## src/hdl/cdus_pkg.sv

```systemverilog
package cdus_pkg;
  // ****************************************************************
  // Register map (word aligned byte addresses)
  // ****************************************************************
  localparam logic [3:0] ADDR_CTRL0  = 4'h0;
  localparam logic [3:0] ADDR_HIGH0  = 4'h4;
  localparam logic [3:0] ADDR_LOW0   = 4'h8;
  localparam logic [3:0] ADDR_CTRL1  = 4'hc;
  localparam logic [3:0] ADDR_HIGH1  = 4'h0;
  localparam int         NUM_CONV    = 2;
  localparam int         WORD_W      = 12;
  // Channel n register block spacing and base
  localparam logic [4:0] CH_STRIDE   = 5'h10;
  localparam logic [4:0] ADDR_STATUS = 5'h00;
  // ****************************************************************
  // Control register fields
  // ****************************************************************
  localparam int         EN_BIT      = 7;
  localparam int         SRC_HI      = 6;
  localparam int         SRC_LO      = 4;
  localparam int         RJST_BIT    = 2;
  localparam int         FS_HI       = 1;
  localparam logic [7:0] CTRL_RESET  = 8'h73;
  localparam logic [7:0] CTRL_WMASK  = 8'hf7;
  // Update sources
  localparam logic [2:0] SRC_TMR0    = 3'h0;
  localparam logic [2:0] SRC_TMR1    = 3'h1;
  localparam logic [2:0] SRC_TMR2    = 3'h2;
  localparam logic [2:0] SRC_TMR3    = 3'h3;
  localparam logic [2:0] SRC_RISE    = 3'h4;
  localparam logic [2:0] SRC_FALL    = 3'h5;
  localparam logic [2:0] SRC_BOTH    = 3'h6;
  localparam logic [2:0] SRC_WRITE   = 3'h7;
  // Full scale codes: 0.25, 0.5, 1, 2 mA
  localparam logic [1:0] FS_0P25MA   = 2'h0;
  localparam logic [1:0] FS_0P5MA    = 2'h1;
  localparam logic [1:0] FS_1MA      = 2'h2;
  localparam logic [1:0] FS_2MA      = 2'h3;
endpackage

```

## src/hdl/cdus_top.sv

```systemverilog
// Function
// Each converter has its own enable bit; one never disturbs the other.
// Two-bit full-scale select gives 0.25, 0.5, 1 or 2 mA.
// Source 111 (reset default): high-byte write loads whole word into latch.
// In on-demand mode a low-byte write is only stored, latch unchanged.
// Software writes low byte first, high byte last, in on-demand mode.
// For 8-bit left-justified use, preload low byte then write high only.
// Sources 000..011: latch loads only on timer 0..3 overflow.
// Timers 2/3: low-byte overflow in 8-bit mode, high-byte in 16-bit.
// Sources 100/101/110: latch loads on strobe rise, fall, or either edge.
// Left: D11-4 high[7:0], D3-0 low[7:4]; right: D11-8 high[3:0], D7-0 low.
// Justify select at control bit 2; full scale resets to 2 mA.
// Latch holds its value between update events.
// Data byte reads return last written value, latched or not.
`timescale 1ns/1ps
`default_nettype none
module cdus_top (
  input  wire logic        i_clock,
  input  wire logic        i_resetn,
  input  wire logic [5:0]  i_address,
  input  wire logic        i_read,
  input  wire logic        i_write,
  input  wire logic [31:0] i_writedata,
  output logic      [31:0] o_readdata,
  output logic             o_waitrequest,
  input  wire logic [3:0]  i_timer_overflow,
  input  wire logic [1:0]  i_timer_high_overflow,
  input  wire logic [1:0]  i_timer_16bit_mode,
  input  wire logic        i_external_convert_strobe,
  output logic      [11:0] o_latch0,
  output logic      [11:0] o_latch1,
  output logic      [1:0]  o_enable,
  output logic      [3:0]  o_full_scale_select
);
  // ****************************************************************
  // Register offsets inside one channel block
  // ****************************************************************
  localparam logic [3:0] OFS_CTRL = 4'h0;
  localparam logic [3:0] OFS_HIGH = 4'h4;
  localparam logic [3:0] OFS_LOW  = 4'h8;
  localparam logic [3:0] OFS_LTCH = 4'hc;

  // ****************************************************************
  // Strobe pin synchroniser and edge detect
  // ****************************************************************
  logic strobe_meta, strobe_sync, strobe_prev;
  logic next_strobe_meta, next_strobe_sync, next_strobe_prev;
  logic strobe_rise, strobe_fall;

  // Two flops before any logic looks at the pin
  always_comb begin
    next_strobe_meta = i_external_convert_strobe;
    next_strobe_sync = strobe_meta;
    next_strobe_prev = strobe_sync;
  end

  always_ff @(posedge i_clock or negedge i_resetn) begin
    if (!i_resetn) begin
      strobe_meta <= 1'b0;
      strobe_sync <= 1'b0;
      strobe_prev <= 1'b0;
    end else begin
      strobe_meta <= next_strobe_meta;
      strobe_sync <= next_strobe_sync;
      strobe_prev <= next_strobe_prev;
    end
  end

  assign strobe_rise = strobe_sync & ~strobe_prev;
  assign strobe_fall = ~strobe_sync & strobe_prev;

  // ****************************************************************
  // Timer overflow selection for timers 2 and 3
  // ****************************************************************
  logic [3:0] tmr_event;

  // Width of the counting stage decides which overflow counts
  always_comb begin
    tmr_event[0] = i_timer_overflow[0];
    tmr_event[1] = i_timer_overflow[1];
    tmr_event[2] = i_timer_16bit_mode[0] ? i_timer_high_overflow[0]
                                         : i_timer_overflow[2];
    tmr_event[3] = i_timer_16bit_mode[1] ? i_timer_high_overflow[1]
                                         : i_timer_overflow[3];
  end

  // ****************************************************************
  // Bus access decode; one wait cycle so read data is registered
  // ****************************************************************
  logic        ack;
  logic        next_ack;
  logic [31:0] next_readdata;
  logic        bus_req;
  logic        wr_take;
  logic        ch_sel;
  logic [3:0]  ofs;

  assign bus_req = (i_read | i_write) & ~ack;
  assign wr_take = i_write & bus_req;
  assign ch_sel  = i_address[4];
  assign ofs     = i_address[3:0];

  // ****************************************************************
  // Per converter registers
  // ****************************************************************
  logic [7:0]  ctrl   [cdus_pkg::NUM_CONV];
  logic [7:0]  hbyte  [cdus_pkg::NUM_CONV];
  logic [7:0]  lbyte  [cdus_pkg::NUM_CONV];
  logic [11:0] latch  [cdus_pkg::NUM_CONV];

  genvar g;
  generate
    for (g = 0; g < cdus_pkg::NUM_CONV; g = g + 1) begin : g_conv
      logic [7:0]  next_ctrl, next_hbyte, next_lbyte;
      logic [11:0] next_latch;
      logic [11:0] word;
      logic        sel, hi_wr, upd;
      logic [2:0]  src;

      assign sel   = wr_take & (ch_sel == 1'(g)) & ~i_address[5];
      assign hi_wr = sel & (ofs == OFS_HIGH);
      assign src   = ctrl[g][cdus_pkg::SRC_HI:cdus_pkg::SRC_LO];

      // Assemble the 12-bit word from the stored bytes
      always_comb begin
        if (ctrl[g][cdus_pkg::RJST_BIT]) begin
          word = {hbyte[g][3:0], lbyte[g]};
        end else begin
          word = {hbyte[g], lbyte[g][7:4]};
        end
      end

      // Update event chosen by the source field
      always_comb begin
        case (src)
          cdus_pkg::SRC_TMR0:  upd = tmr_event[0];
          cdus_pkg::SRC_TMR1:  upd = tmr_event[1];
          cdus_pkg::SRC_TMR2:  upd = tmr_event[2];
          cdus_pkg::SRC_TMR3:  upd = tmr_event[3];
          cdus_pkg::SRC_RISE:  upd = strobe_rise;
          cdus_pkg::SRC_FALL:  upd = strobe_fall;
          cdus_pkg::SRC_BOTH:  upd = strobe_rise | strobe_fall;
          default:             upd = 1'b0;
        endcase
      end

      // Register writes and latch transfer
      always_comb begin
        next_ctrl  = ctrl[g];
        next_hbyte = hbyte[g];
        next_lbyte = lbyte[g];
        next_latch = latch[g];
        if (sel && ofs == OFS_CTRL) begin
          next_ctrl = i_writedata[7:0] & cdus_pkg::CTRL_WMASK;
        end
        if (hi_wr) begin
          next_hbyte = i_writedata[7:0];
        end
        if (sel && ofs == OFS_LOW) begin
          next_lbyte = i_writedata[7:0];
        end
        if (src == cdus_pkg::SRC_WRITE) begin
          // High write takes fresh high byte plus held low byte
          if (hi_wr) begin
            if (ctrl[g][cdus_pkg::RJST_BIT]) begin
              next_latch = {i_writedata[3:0], lbyte[g]};
            end else begin
              next_latch = {i_writedata[7:0], lbyte[g][7:4]};
            end
          end
        end else if (upd) begin
          next_latch = word;
        end
      end

      always_ff @(posedge i_clock or negedge i_resetn) begin
        if (!i_resetn) begin
          ctrl[g]  <= cdus_pkg::CTRL_RESET;
          hbyte[g] <= 8'h00;
          lbyte[g] <= 8'h00;
          latch[g] <= 12'h000;
        end else begin
          ctrl[g]  <= next_ctrl;
          hbyte[g] <= next_hbyte;
          lbyte[g] <= next_lbyte;
          latch[g] <= next_latch;
        end
      end
    end
  endgenerate

  // ****************************************************************
  // Read mux and wait handshake
  // ****************************************************************
  // Reads of unmapped offsets return zero
  always_comb begin
    next_ack      = bus_req;
    next_readdata = 32'h0000_0000;
    if (i_read && bus_req && !i_address[5]) begin
      case (ofs)
        OFS_CTRL: next_readdata = {24'h00_0000, ctrl[ch_sel]};
        OFS_HIGH: next_readdata = {24'h00_0000, hbyte[ch_sel]};
        OFS_LOW:  next_readdata = {24'h00_0000, lbyte[ch_sel]};
        OFS_LTCH: next_readdata = {20'h0_0000, latch[ch_sel]};
        default:  next_readdata = 32'h0000_0000;
      endcase
    end else if (!bus_req) begin
      next_readdata = o_readdata;
    end
  end

  always_ff @(posedge i_clock or negedge i_resetn) begin
    if (!i_resetn) begin
      ack        <= 1'b0;
      o_readdata <= 32'h0000_0000;
    end else begin
      ack        <= next_ack;
      o_readdata <= next_readdata;
    end
  end

  // ****************************************************************
  // Registered outputs
  // ****************************************************************
  logic [1:0] next_enable;
  logic [3:0] next_fs;
  logic       next_wait;

  // Each converter's enable and full scale drawn from its own control
  always_comb begin
    next_enable = {ctrl[1][cdus_pkg::EN_BIT], ctrl[0][cdus_pkg::EN_BIT]};
    next_fs     = {ctrl[1][cdus_pkg::FS_HI:0], ctrl[0][cdus_pkg::FS_HI:0]};
    next_wait   = ~bus_req;
  end

  // Waitrequest idles high; drops for one cycle to answer
  always_ff @(posedge i_clock or negedge i_resetn) begin
    if (!i_resetn) begin
      o_enable            <= 2'h0;
      o_full_scale_select <= {cdus_pkg::FS_2MA, cdus_pkg::FS_2MA};
      o_waitrequest       <= 1'b1;
      o_latch0            <= 12'h000;
      o_latch1            <= 12'h000;
    end else begin
      o_enable            <= next_enable;
      o_full_scale_select <= next_fs;
      o_waitrequest       <= next_wait;
      o_latch0            <= latch[0];
      o_latch1            <= latch[1];
    end
  end
endmodule // cdus_top
`default_nettype wire

```

## config.mk

```make
export PLATFORM = sky130hd
export DESIGN_NAME = cdus_top
export DESIGN_NICKNAME = d
export VERILOG_FILES = /design/src/hdl/cdus_pkg.sv /design/src/hdl/cdus_top.sv
export SDC_FILE = /design/constraint.sdc
export NUM_CORES = 1
export LEC_CHECK = 0
export BUFFER_PORTS_ARGS = -buffer_cell sky130_fd_sc_hd__buf_2
export CAP_MARGIN = 20
export CELL_PAD_IN_SITES_DETAIL_PLACEMENT = 0
export CELL_PAD_IN_SITES_GLOBAL_PLACEMENT = 2
export CORE_ASPECT_RATIO = 1.4
export CORE_MARGIN = 8
export CORE_UTILIZATION = 37
export CTS_CLUSTER_SIZE = 12
export DETAILED_ROUTE_END_ITERATION = 7
export PLACE_DENSITY = 0.88
export SKIP_CTS_REPAIR_TIMING = 1
export SYNTH_ARGS = -nofsm -noshare
export SYNTH_HDL_FRONTEND = slang
export SYNTH_SLANG_ARGS = --single-unit
```

## constraint.sdc

```tcl
create_clock -name i_clock -period 2.5 [get_ports i_clock]
set_input_delay 0.125 -clock i_clock [delete_from_list [all_inputs] [get_ports i_clock]]
set_output_delay 0.125 -clock i_clock [all_outputs]
set_load 0.02 [all_outputs]
```

==> run metrics, run 1 <==
post-route worst setup slack 0.186 ns; Slew HR 25.3%; die height 160 um; Port Buffers between 60 and 70; final period utilization between 90% and 100%; NumNets Final 534; max cap viols 0; CTS root buf clkbuf_16; Worst-Skew Late Latency 0.41 ns; synth warn 0; pwr dens 864 nW/um^2; Final setup violation count 0; CTS tree done; num rows 52; final hold viol count 0; WP data required about 2.8 ns; DRT iter0 DRCs 120; CTS Buf Count 17; Worst Path Max Fanout 12; clock sinks about 120; die area 18,900 um^2; Post-synth top flop dfrtp_1; Synth cell types 36; area delta synth->final 20.4%; synthesized area per cell 13.6 um^2; cells after synthesis between 400 and 500; post-DP HPWL between 8 and 9 mm; die width 119 um; flops & latches, synth between 100 and 150; Synth Cell Area 5460 um^2; worst slew pin tran between 1 and 1.5 ns; Leak ~3.3 nW; ANT cells 0; kind of critical path reg2reg; CORE AREA about 14,000 um^2; clk buf depth 2; Slew Viols, Final 0; Post-synth EDFFs 0; gpl congestion about 0.81; Worst Setup Start Kind flip-flop; pin count of the biggest net entering global routing 67; GRT Total Usage 13.5%; crit end category flip-flop; wire per inst between 15 and 20 um; I/O pin count around 110; Overflow after GRT 0; Worst VDD drop 429 uV; FMAX 0.432 GHz; status finished clean; first-pass detailed-route iteration total 6; crit path time final roughly 2.3 ns; Hold WC Path Type in2reg; first-pass GRT wire length 19.9 mm; fill count 1,320; Post-DRT Antenna Nets 0; WHS 0.0427 ns; vias 3,322; setup TNS 0 ns; clock-pin slew on the worst setup and hold paths 0.05 ns; H-Tree Depth 4; initial antenna violation count 0; fraction of final layout cells sized beyond drive strength 1 roughly 46%; Place WS 0.146 ns; RSZ-0062 raised after global routing no; ys async rst share between 90% and 100%; vias in the first global route 3,710; # DRC 0; sequential-to-total area share from yosys stat between 50% and 60%; Initial Utilization 37.8%; routed wire length between 10 and 15 mm; Via density 4.86; worst path arrival time 2.60 ns; Clock Skew 0.0107 ns
==> sequential cells by signal (all words and copies together) (netlist names), 2 cells and up <==
signal	flops
ctrl	14
hbyte	16
latch	24
lbyte	16
o_enable	2
o_full_scale_select	4
o_latch0	12
o_latch1	12
o_readdata	12
==> kinds of logic (layout without fill, tap and decap cells) <==
logic type	after synthesis	in the layout	share of synthesized area [%]
simple gates	55	55	5.37
flops	117	117	54.0
mux	145	145	30.5
buf+inv	41	115	5.14
compound gates	40	40	4.52
other cells	1	20	0.0687
fa+ha+maj	2	2	0.459
==> routing by layer <==
| layer | GRT usage (%) | wire length, um | vias to the layer above |
|---|---|---|---|
| met3 | 4.34 | 550 | 16 |
| met1 | 15.0 | 5270 | 1655 |
| met2 | 22.9 | 6130 | 88 |
| li1 | - | - | 1563 |
| met4 | 6.52 | 320 | 0 |
| met5 | 0 | 0 | - |
==> metrics by stage <==
stage / cell area (um^2) / util [%] / power, W / std cells
after floorplan: 5530 / - / 0.00292 / 420
after global placement: 5920 / 41.0 / 0.00315 / 649
after detailed placement: 5920 / 41.0 / 0.00318 / 649
after CTS: 6550 / 45.4 / 0.00573 / 681
after global routing: 6570 / 45.5 / 0.00591 / 683
final: 6570 / 45.5 / 0.00568 / 683
==> worst paths after layout <==
check	startpoint	to	slack, ns	depth (start not counted)
max	ack	latch[12]	0.19	4
min	i_writedata[3]	lbyte[11]	0.04	2
max reg2reg	ack	latch[12]	0.19	4
min reg2reg	next_strobe_sync	next_strobe_prev	0.35	0
max in group asynchronous	i_resetn	hbyte[11]	1.39	3
min in group asynchronous	i_resetn	o_latch0[0]	0.37	2
==> where the power goes <==
group	internal [W]	leakage (nW)	switching, W	total, W
sequential	0.00215	1.54	0.000169	0.00232
combinational	0.000381	1.47	0.000433	0.000814
clock	0.00172	0.309	0.000817	0.00254
total	0.00426	3.31	0.00142	0.00568
==> cells in the mapped netlist, types with 2 or more instances <==
library cell    n  area, um^2
buf_4          21         158
buf_2           6        30.0
nor2_1         10        37.5
nand3_2         2        20.0
ha_1            2        25.0
dfrtp_1       102        2550
dfstp_2        15         394
nor3_1          3        15.0
mux2_4         21         315
nand3_1         5        25.0
clkbuf_1        5        18.8
mux2_2         74         833
buf_6           3        33.8
nand2b_1        3        18.8
nand2_1        24        90.1
inv_1           4        15.0
mux2i_1        49         490
o21ai_0        20         100
o22ai_1        15        93.8
==> placed cells by master (no fill, tap or decap), drive strengths merged, types with 4 or more instances in the layout <==
master,count
mux2i,49
dfstp,15
conb,20
mux2,95
nor2,11
nand2,24
inv,4
nand3,7
clkbuf,25
o22ai,15
buf,77
o21ai,23
dfrtp,102
==> worst max-delay path, cell delays in order (launching register included) <==
cell and delay (ns):
dfrtp_1 0.41, nor4b_4 0.32, nand2b_1 0.15, o21ai_2 0.90, mux2_2 0.42
==> final cells by class <==
| type | instances | area (um^2) | share of cell area, % |
|---|---|---|---|
| multi-input combinational | 262 | 2300 | 35.0 |
| clock buffer | 25 | 515 | 7.84 |
| sequential | 117 | 2950 | 44.8 |
| inverter | 4 | 15.0 | 0.228 |
| clock inverter | 7 | 116 | 1.77 |
| timing repair buffer | 79 | 440 | 6.70 |
| tap | 189 | 236 | 3.60 |
(Power assumes the default switching activity.)
==> run 2, diff against run 1 <==
CORE_UTILIZATION = 40   (was 37)
PLACE_DENSITY = 0.93   (was 0.88)
clock period = 2.78 ns   (was 2.5 ns; I/O delays follow)
==> run 2 against run 1 <==
Compared with the run above: via count grew 2.5%; register-to-register slack gained 0.20 ns; first-iteration DRC count grew 28%; setup slack gained 0.20 ns; clock skew shrank 0.0052 ns.
==> run metrics, run 2 (synthesized netlist as in run 1, its figures left out) <==
status finished clean; Port Buffers 69 (unchanged); ANT cells 0 (unchanged); first-pass detailed-route iteration total 4 (-2); Largest register FFs 24 (unchanged); setup TNS 0 ns (unchanged); worst slew pin tran 1.06 ns (-0.0578 ns); crit path from ack; worst path arrival time 2.69 ns (+0.09 ns); initial antenna violation count 0 (unchanged); commonest non-fill, non-tap cell in the layout dfrtp_1; Clock Skew 0.00550 ns (-0.00522 ns); Hold WC Path Type in2reg; I/O pin count 114 (unchanged); fraction of final layout cells sized beyond drive strength 1 45.4% (-0.31 points); Overflow after GRT 0 (unchanged); area delta synth->final 19.2%; final cell count without fillers 675 (-1.2%); FMAX 0.417 GHz (-3.5%); H-Tree Depth 4 (unchanged); Reg with most FFs latch; Worst VDD drop 345 uV (-20%); WP data required 3.07 ns (+0.28 ns); die area 17,700 um^2 (-6.6%); first-pass GRT wire length 20.2 mm (+1.2%); Post-DRT Antenna Nets 0 (unchanged); clock-pin slew on the worst setup and hold paths 0.05 ns (about the same); Leak 3.29 nW (-0.84%); die width 115 um (-3.3%); Worst Setup Start Kind flip-flop; NumNets Final 533 (-0.19%); wire per inst 18.6 um (+3.3%); # DRC 0 (unchanged); max cap viols 0 (unchanged); DRT iter0 DRCs 154 (+28%); area of the multi-input gates 2300 um^2 (unchanged); pin count of the biggest net entering global routing 52 (-22%); Slew HR 29.2% (+3.9 points); gpl congestion 0.818 (+1.1%); fill count 1,212 (-8.2%); Initial Utilization 40.9% (+3.2 points); kind of critical path reg2reg; GRT Total Usage 15.0% (+1.5 points); CTS tree done; RR Startpoint ack; Worst Path Max Fanout 12 (unchanged); crit end category flip-flop; crit path time final 2.40 ns (+0.0838 ns); pwr dens 769 nW/um^2 (-11%); post-DP HPWL 8.87 mm (+2.3%); Final setup violation count 0 (unchanged); vias in the first global route 3,728 (+0.49%); fin util 48.8% (+3.3 points); vias 3,406 (+2.5%); RSZ-0062 raised after global routing no; num rows 50 (-3.8%); CTS root buf clkbuf_16; routed wire length 12.5 mm (+2.1%); die height 154 um (-3.4%); CORE AREA 13,300 um^2 (-7.7%); clock sinks 117 (unchanged); biggest regs latch x24, hbyte x16, lbyte x16; final hold viol count 0 (unchanged); most frequent cells in the layout dfrtp_1 (102), mux2_2 (74), buf_2 (68), mux2i_1 (49), nand2_1 (24); Slew Viols, Final 0 (unchanged); clk buf depth 2 (unchanged); Worst-Skew Late Latency 0.41 ns (about the same); final period utilization 86.3% (-6.3 points); Reg area 2950 um^2 (unchanged); placed cells 641 (-1.2%); hold path startpoint i_writedata[3]; Via density 5.05 (+3.7%); CTS Buf Count 17 (unchanged)
==> run 2: area by class of cell <==
type                    instances  area share [%]
flip-flops and latches        117            45.3
multi-input cells             262            35.4
clock buffers                  22            7.14
repair buffers                 78            6.46
well taps                     182            3.50
clock inverters                10            2.00
inverters                       4           0.231
==> run 2: metal layers <==
layer  GRT usage, %  wire, um  up-vias
met4           8.29       444        0
met3           4.99       850       33
li1               -         -     1564
met5              0         0        -
met1           16.6      5090     1686
met2           24.8      6140      123
==> run 2: final timing paths <==
kind                                     to  slack [ns]  depth (start not counted)
setup reg to reg                   latch[6]        0.38                          5
hold reg to reg            next_strobe_prev        0.35                          0
max in group asynchronous           ctrl[5]        1.57                          3
setup / recovery                   latch[6]        0.38                          5
hold / removal                    hbyte[11]        0.04                          2
min in group asynchronous         lbyte[13]        0.30                          2
==> run 2: where the power goes <==
| group | switching (W) | internal (W) |
|---|---|---|
| logic | 0.000392 | 0.000341 |
| clock network | 0.000732 | 0.00145 |
| registers | 0.000158 | 0.00194 |
==> run 2: worst max-delay path: stages (launching register included) <==
cell	delay, ns
dfrtp_1	0.41
nor2_1	0.18
and3_1	0.24
nand2b_1	0.35
o21ai_4	0.69
mux2_2	0.41
==> run 2: through the flow <==
stage | setup slack (ns) | total power (W) | hold WS [ns] | area, um^2
after floorplan | 0.725 | 0.00263 | -0.157 | 5530
after global placement | 0.431 | 0.00283 | 0.211 | 5890
after detailed placement | 0.418 | 0.00286 | 0.224 | 5890
after CTS | 0.400 | 0.00505 | -0.214 | 6480
after global routing | 0.303 | 0.00520 | 0.0468 | 6500
final | 0.382 | 0.00500 | 0.0405 | 6500
==> run 3, diff against run 2 <==
BUFFER_PORTS_ARGS = -buffer_cell sky130_fd_sc_hd__buf_4   (was -buffer_cell sky130_fd_sc_hd__buf_2)
GPL_ROUTABILITY_DRIVEN = 0   (was unset)
==> run 3 against run 2 <==
Compared with the run above: clock power up 11%; total power up 6.1%; sequential power about the same; clock skew about the same; critical endpoint is now latch[7].
==> run metrics, run 3 (synthesized netlist as in run 1, its figures left out) <==
first-pass detailed-route iteration total 4 (unchanged); crit end category flip-flop; biggest regs latch x24, hbyte x16, lbyte x16; Reg with most FFs latch; commonest non-fill, non-tap cell in the layout dfrtp_1; Slew HR 38.9% (+9.8 points); I/O pin count 114 (unchanged); Via density 4.99 (-1.1%); area delta synth->final 24.0%; clock-pin slew on the worst setup and hold paths 0.05 ns (about the same); routed wire length 12.6 mm (+0.22%); CTS root buf clkbuf_16; Slew Viols, Final 0 (unchanged); die height 154 um (unchanged); CORE AREA 13,300 um^2 (unchanged); Largest register FFs 24 (unchanged); worst path arrival time 2.54 ns (-0.15 ns); placed cells 641 (unchanged); Port Buffers 69 (unchanged); status finished clean; DRT iter0 DRCs 130 (-16%); # DRC 0 (unchanged); Worst VDD drop 326 uV (-5.5%); clk buf depth 2 (unchanged); FMAX 0.443 GHz (+6.2%); vias 3,375 (-0.91%); Initial Utilization 40.9% (unchanged); Worst Setup Start Kind flip-flop; Worst Path Max Fanout 12 (unchanged); GRT Total Usage 14.7% (-0.28 points); worst-path cell chain mux2_4, mux4_2, o21ai_4, buf_4, mux2_2; max cap viols 0 (unchanged); fin util 50.8% (+2.0 points); worst slew pin tran 0.916 ns (-0.146 ns); Post-DP Area 6070 um^2 (+3.1%); final hold viol count 0 (unchanged); Hold WC Path Type in2reg; NumNets Final 534 (+0.19%); vias in the first global route 3,630 (-2.6%); post-DP HPWL 8.97 mm (+1.1%); fraction of final layout cells sized beyond drive strength 1 46.2% (+0.72 points); initial antenna violation count 0 (unchanged); ANT cells 0 (unchanged); final cell count without fillers 676 (+0.15%); Overflow after GRT 0 (unchanged); pwr dens 785 nW/um^2 (+2.0%); clock sinks 117 (unchanged); Clock Skew 0.00563 ns (+0.000131 ns); die width 115 um (unchanged); CTS Buf Count 17 (unchanged); wire per inst 18.6 um (about the same); post-route cell area 6770 um^2 (+4.0%); Critical-path top delay cell dfstp_2; crit path time final 2.26 ns (-0.140 ns); WP data required 3.07 ns (about the same); H-Tree Depth 4 (unchanged); Leak 3.35 nW (+1.8%); Post-DRT Antenna Nets 0 (unchanged); kind of critical path reg2reg; first-pass GRT wire length 19.9 mm (-1.2%); die area 17,700 um^2 (unchanged); pin count of the biggest net entering global routing 71 (+37%); setup TNS 0 ns (unchanged); most frequent cells in the layout dfrtp_1 (102), buf_4 (76), mux2_2 (74), mux2i_1 (49), nand2_1 (24); RSZ-0062 raised after global routing no; CTS tree done; final period utilization 81.2% (-5.0 points); Final setup violation count 0 (unchanged); slowest cell delay on critical path 0.62 ns (-0.07 ns); num rows 50 (unchanged); Worst-Skew Late Latency 0.41 ns (about the same)
run 3: cell count changes in the layout (fill, tap and decap cells not counted):
cell | previous run | this run
clkinv_4 | 0 | 2
clkbuf_8 | 2 | 3
bufinv_16 | 3 | 5
buf_2 | 68 | 0
buf_12 | 0 | 1
clkbuf_1 | 3 | 0
clkinv_2 | 5 | 2
buf_4 | 8 | 76
clkinvlp_4 | 2 | 3
run 3: power breakdown:
| group | internal, W | switching (W) |
|---|---|---|
| clock network | 0.00166 | 0.000761 |
| logic | 0.000399 | 0.000390 |
| registers | 0.00194 | 0.000165 |
| total | 0.00399 | 0.00132 |
run 3: final cells by class:
cell class	count	area [um^2]
timing repair buffer	79	611
clock inverter	12	200
multi-input combinational	262	2300
fill	1139	6560
inverter	4	15.0
tap	182	228
clock buffer	20	467
sequential	117	2950
run 3: layer usage:
layer	routed length (um)	up-vias	global-route usage (%)
met2	6350	106	24.8
met3	790	16	3.55
met1	5190	1703	17.4
met4	214	0	6.34
li1	-	1550	-
met5	0	-	0
run 3: final timing paths:
kind,startpoint,endpoint,slack [ns],cells after the start
worst max-delay path,ctrl[4],latch[7],0.52,5
worst min-delay path,i_writedata[3],hbyte[11],0.02,2
worst max register to register,ctrl[4],latch[7],0.52,5
worst min register to register,next_strobe_sync,next_strobe_prev,0.35,0
max in group asynchronous,i_resetn,o_waitrequest,1.57,3
min in group asynchronous,i_resetn,lbyte[9],0.39,2
run 3: critical path: cells and delay by family (launching register included):
| family | cells | cell delay, ns |
|---|---|---|
| mux | 3 | 1.17 |
| buf+inv | 1 | 0.28 |
| compound gates | 1 | 0.07 |
| flops | 1 | 0.62 |
run 3: metrics by stage:
step           setup WS, ns  hold WS (ns)  total power (W)
2_1_floorplan         0.725        -0.157          0.00263
3_3_place_gp          0.534         0.251          0.00289
3_5_place_dp          0.529         0.251          0.00292
4_1_cts               0.516        -0.174          0.00535
5_1_grt               0.447        0.0243          0.00551
6_report              0.522        0.0211          0.00531
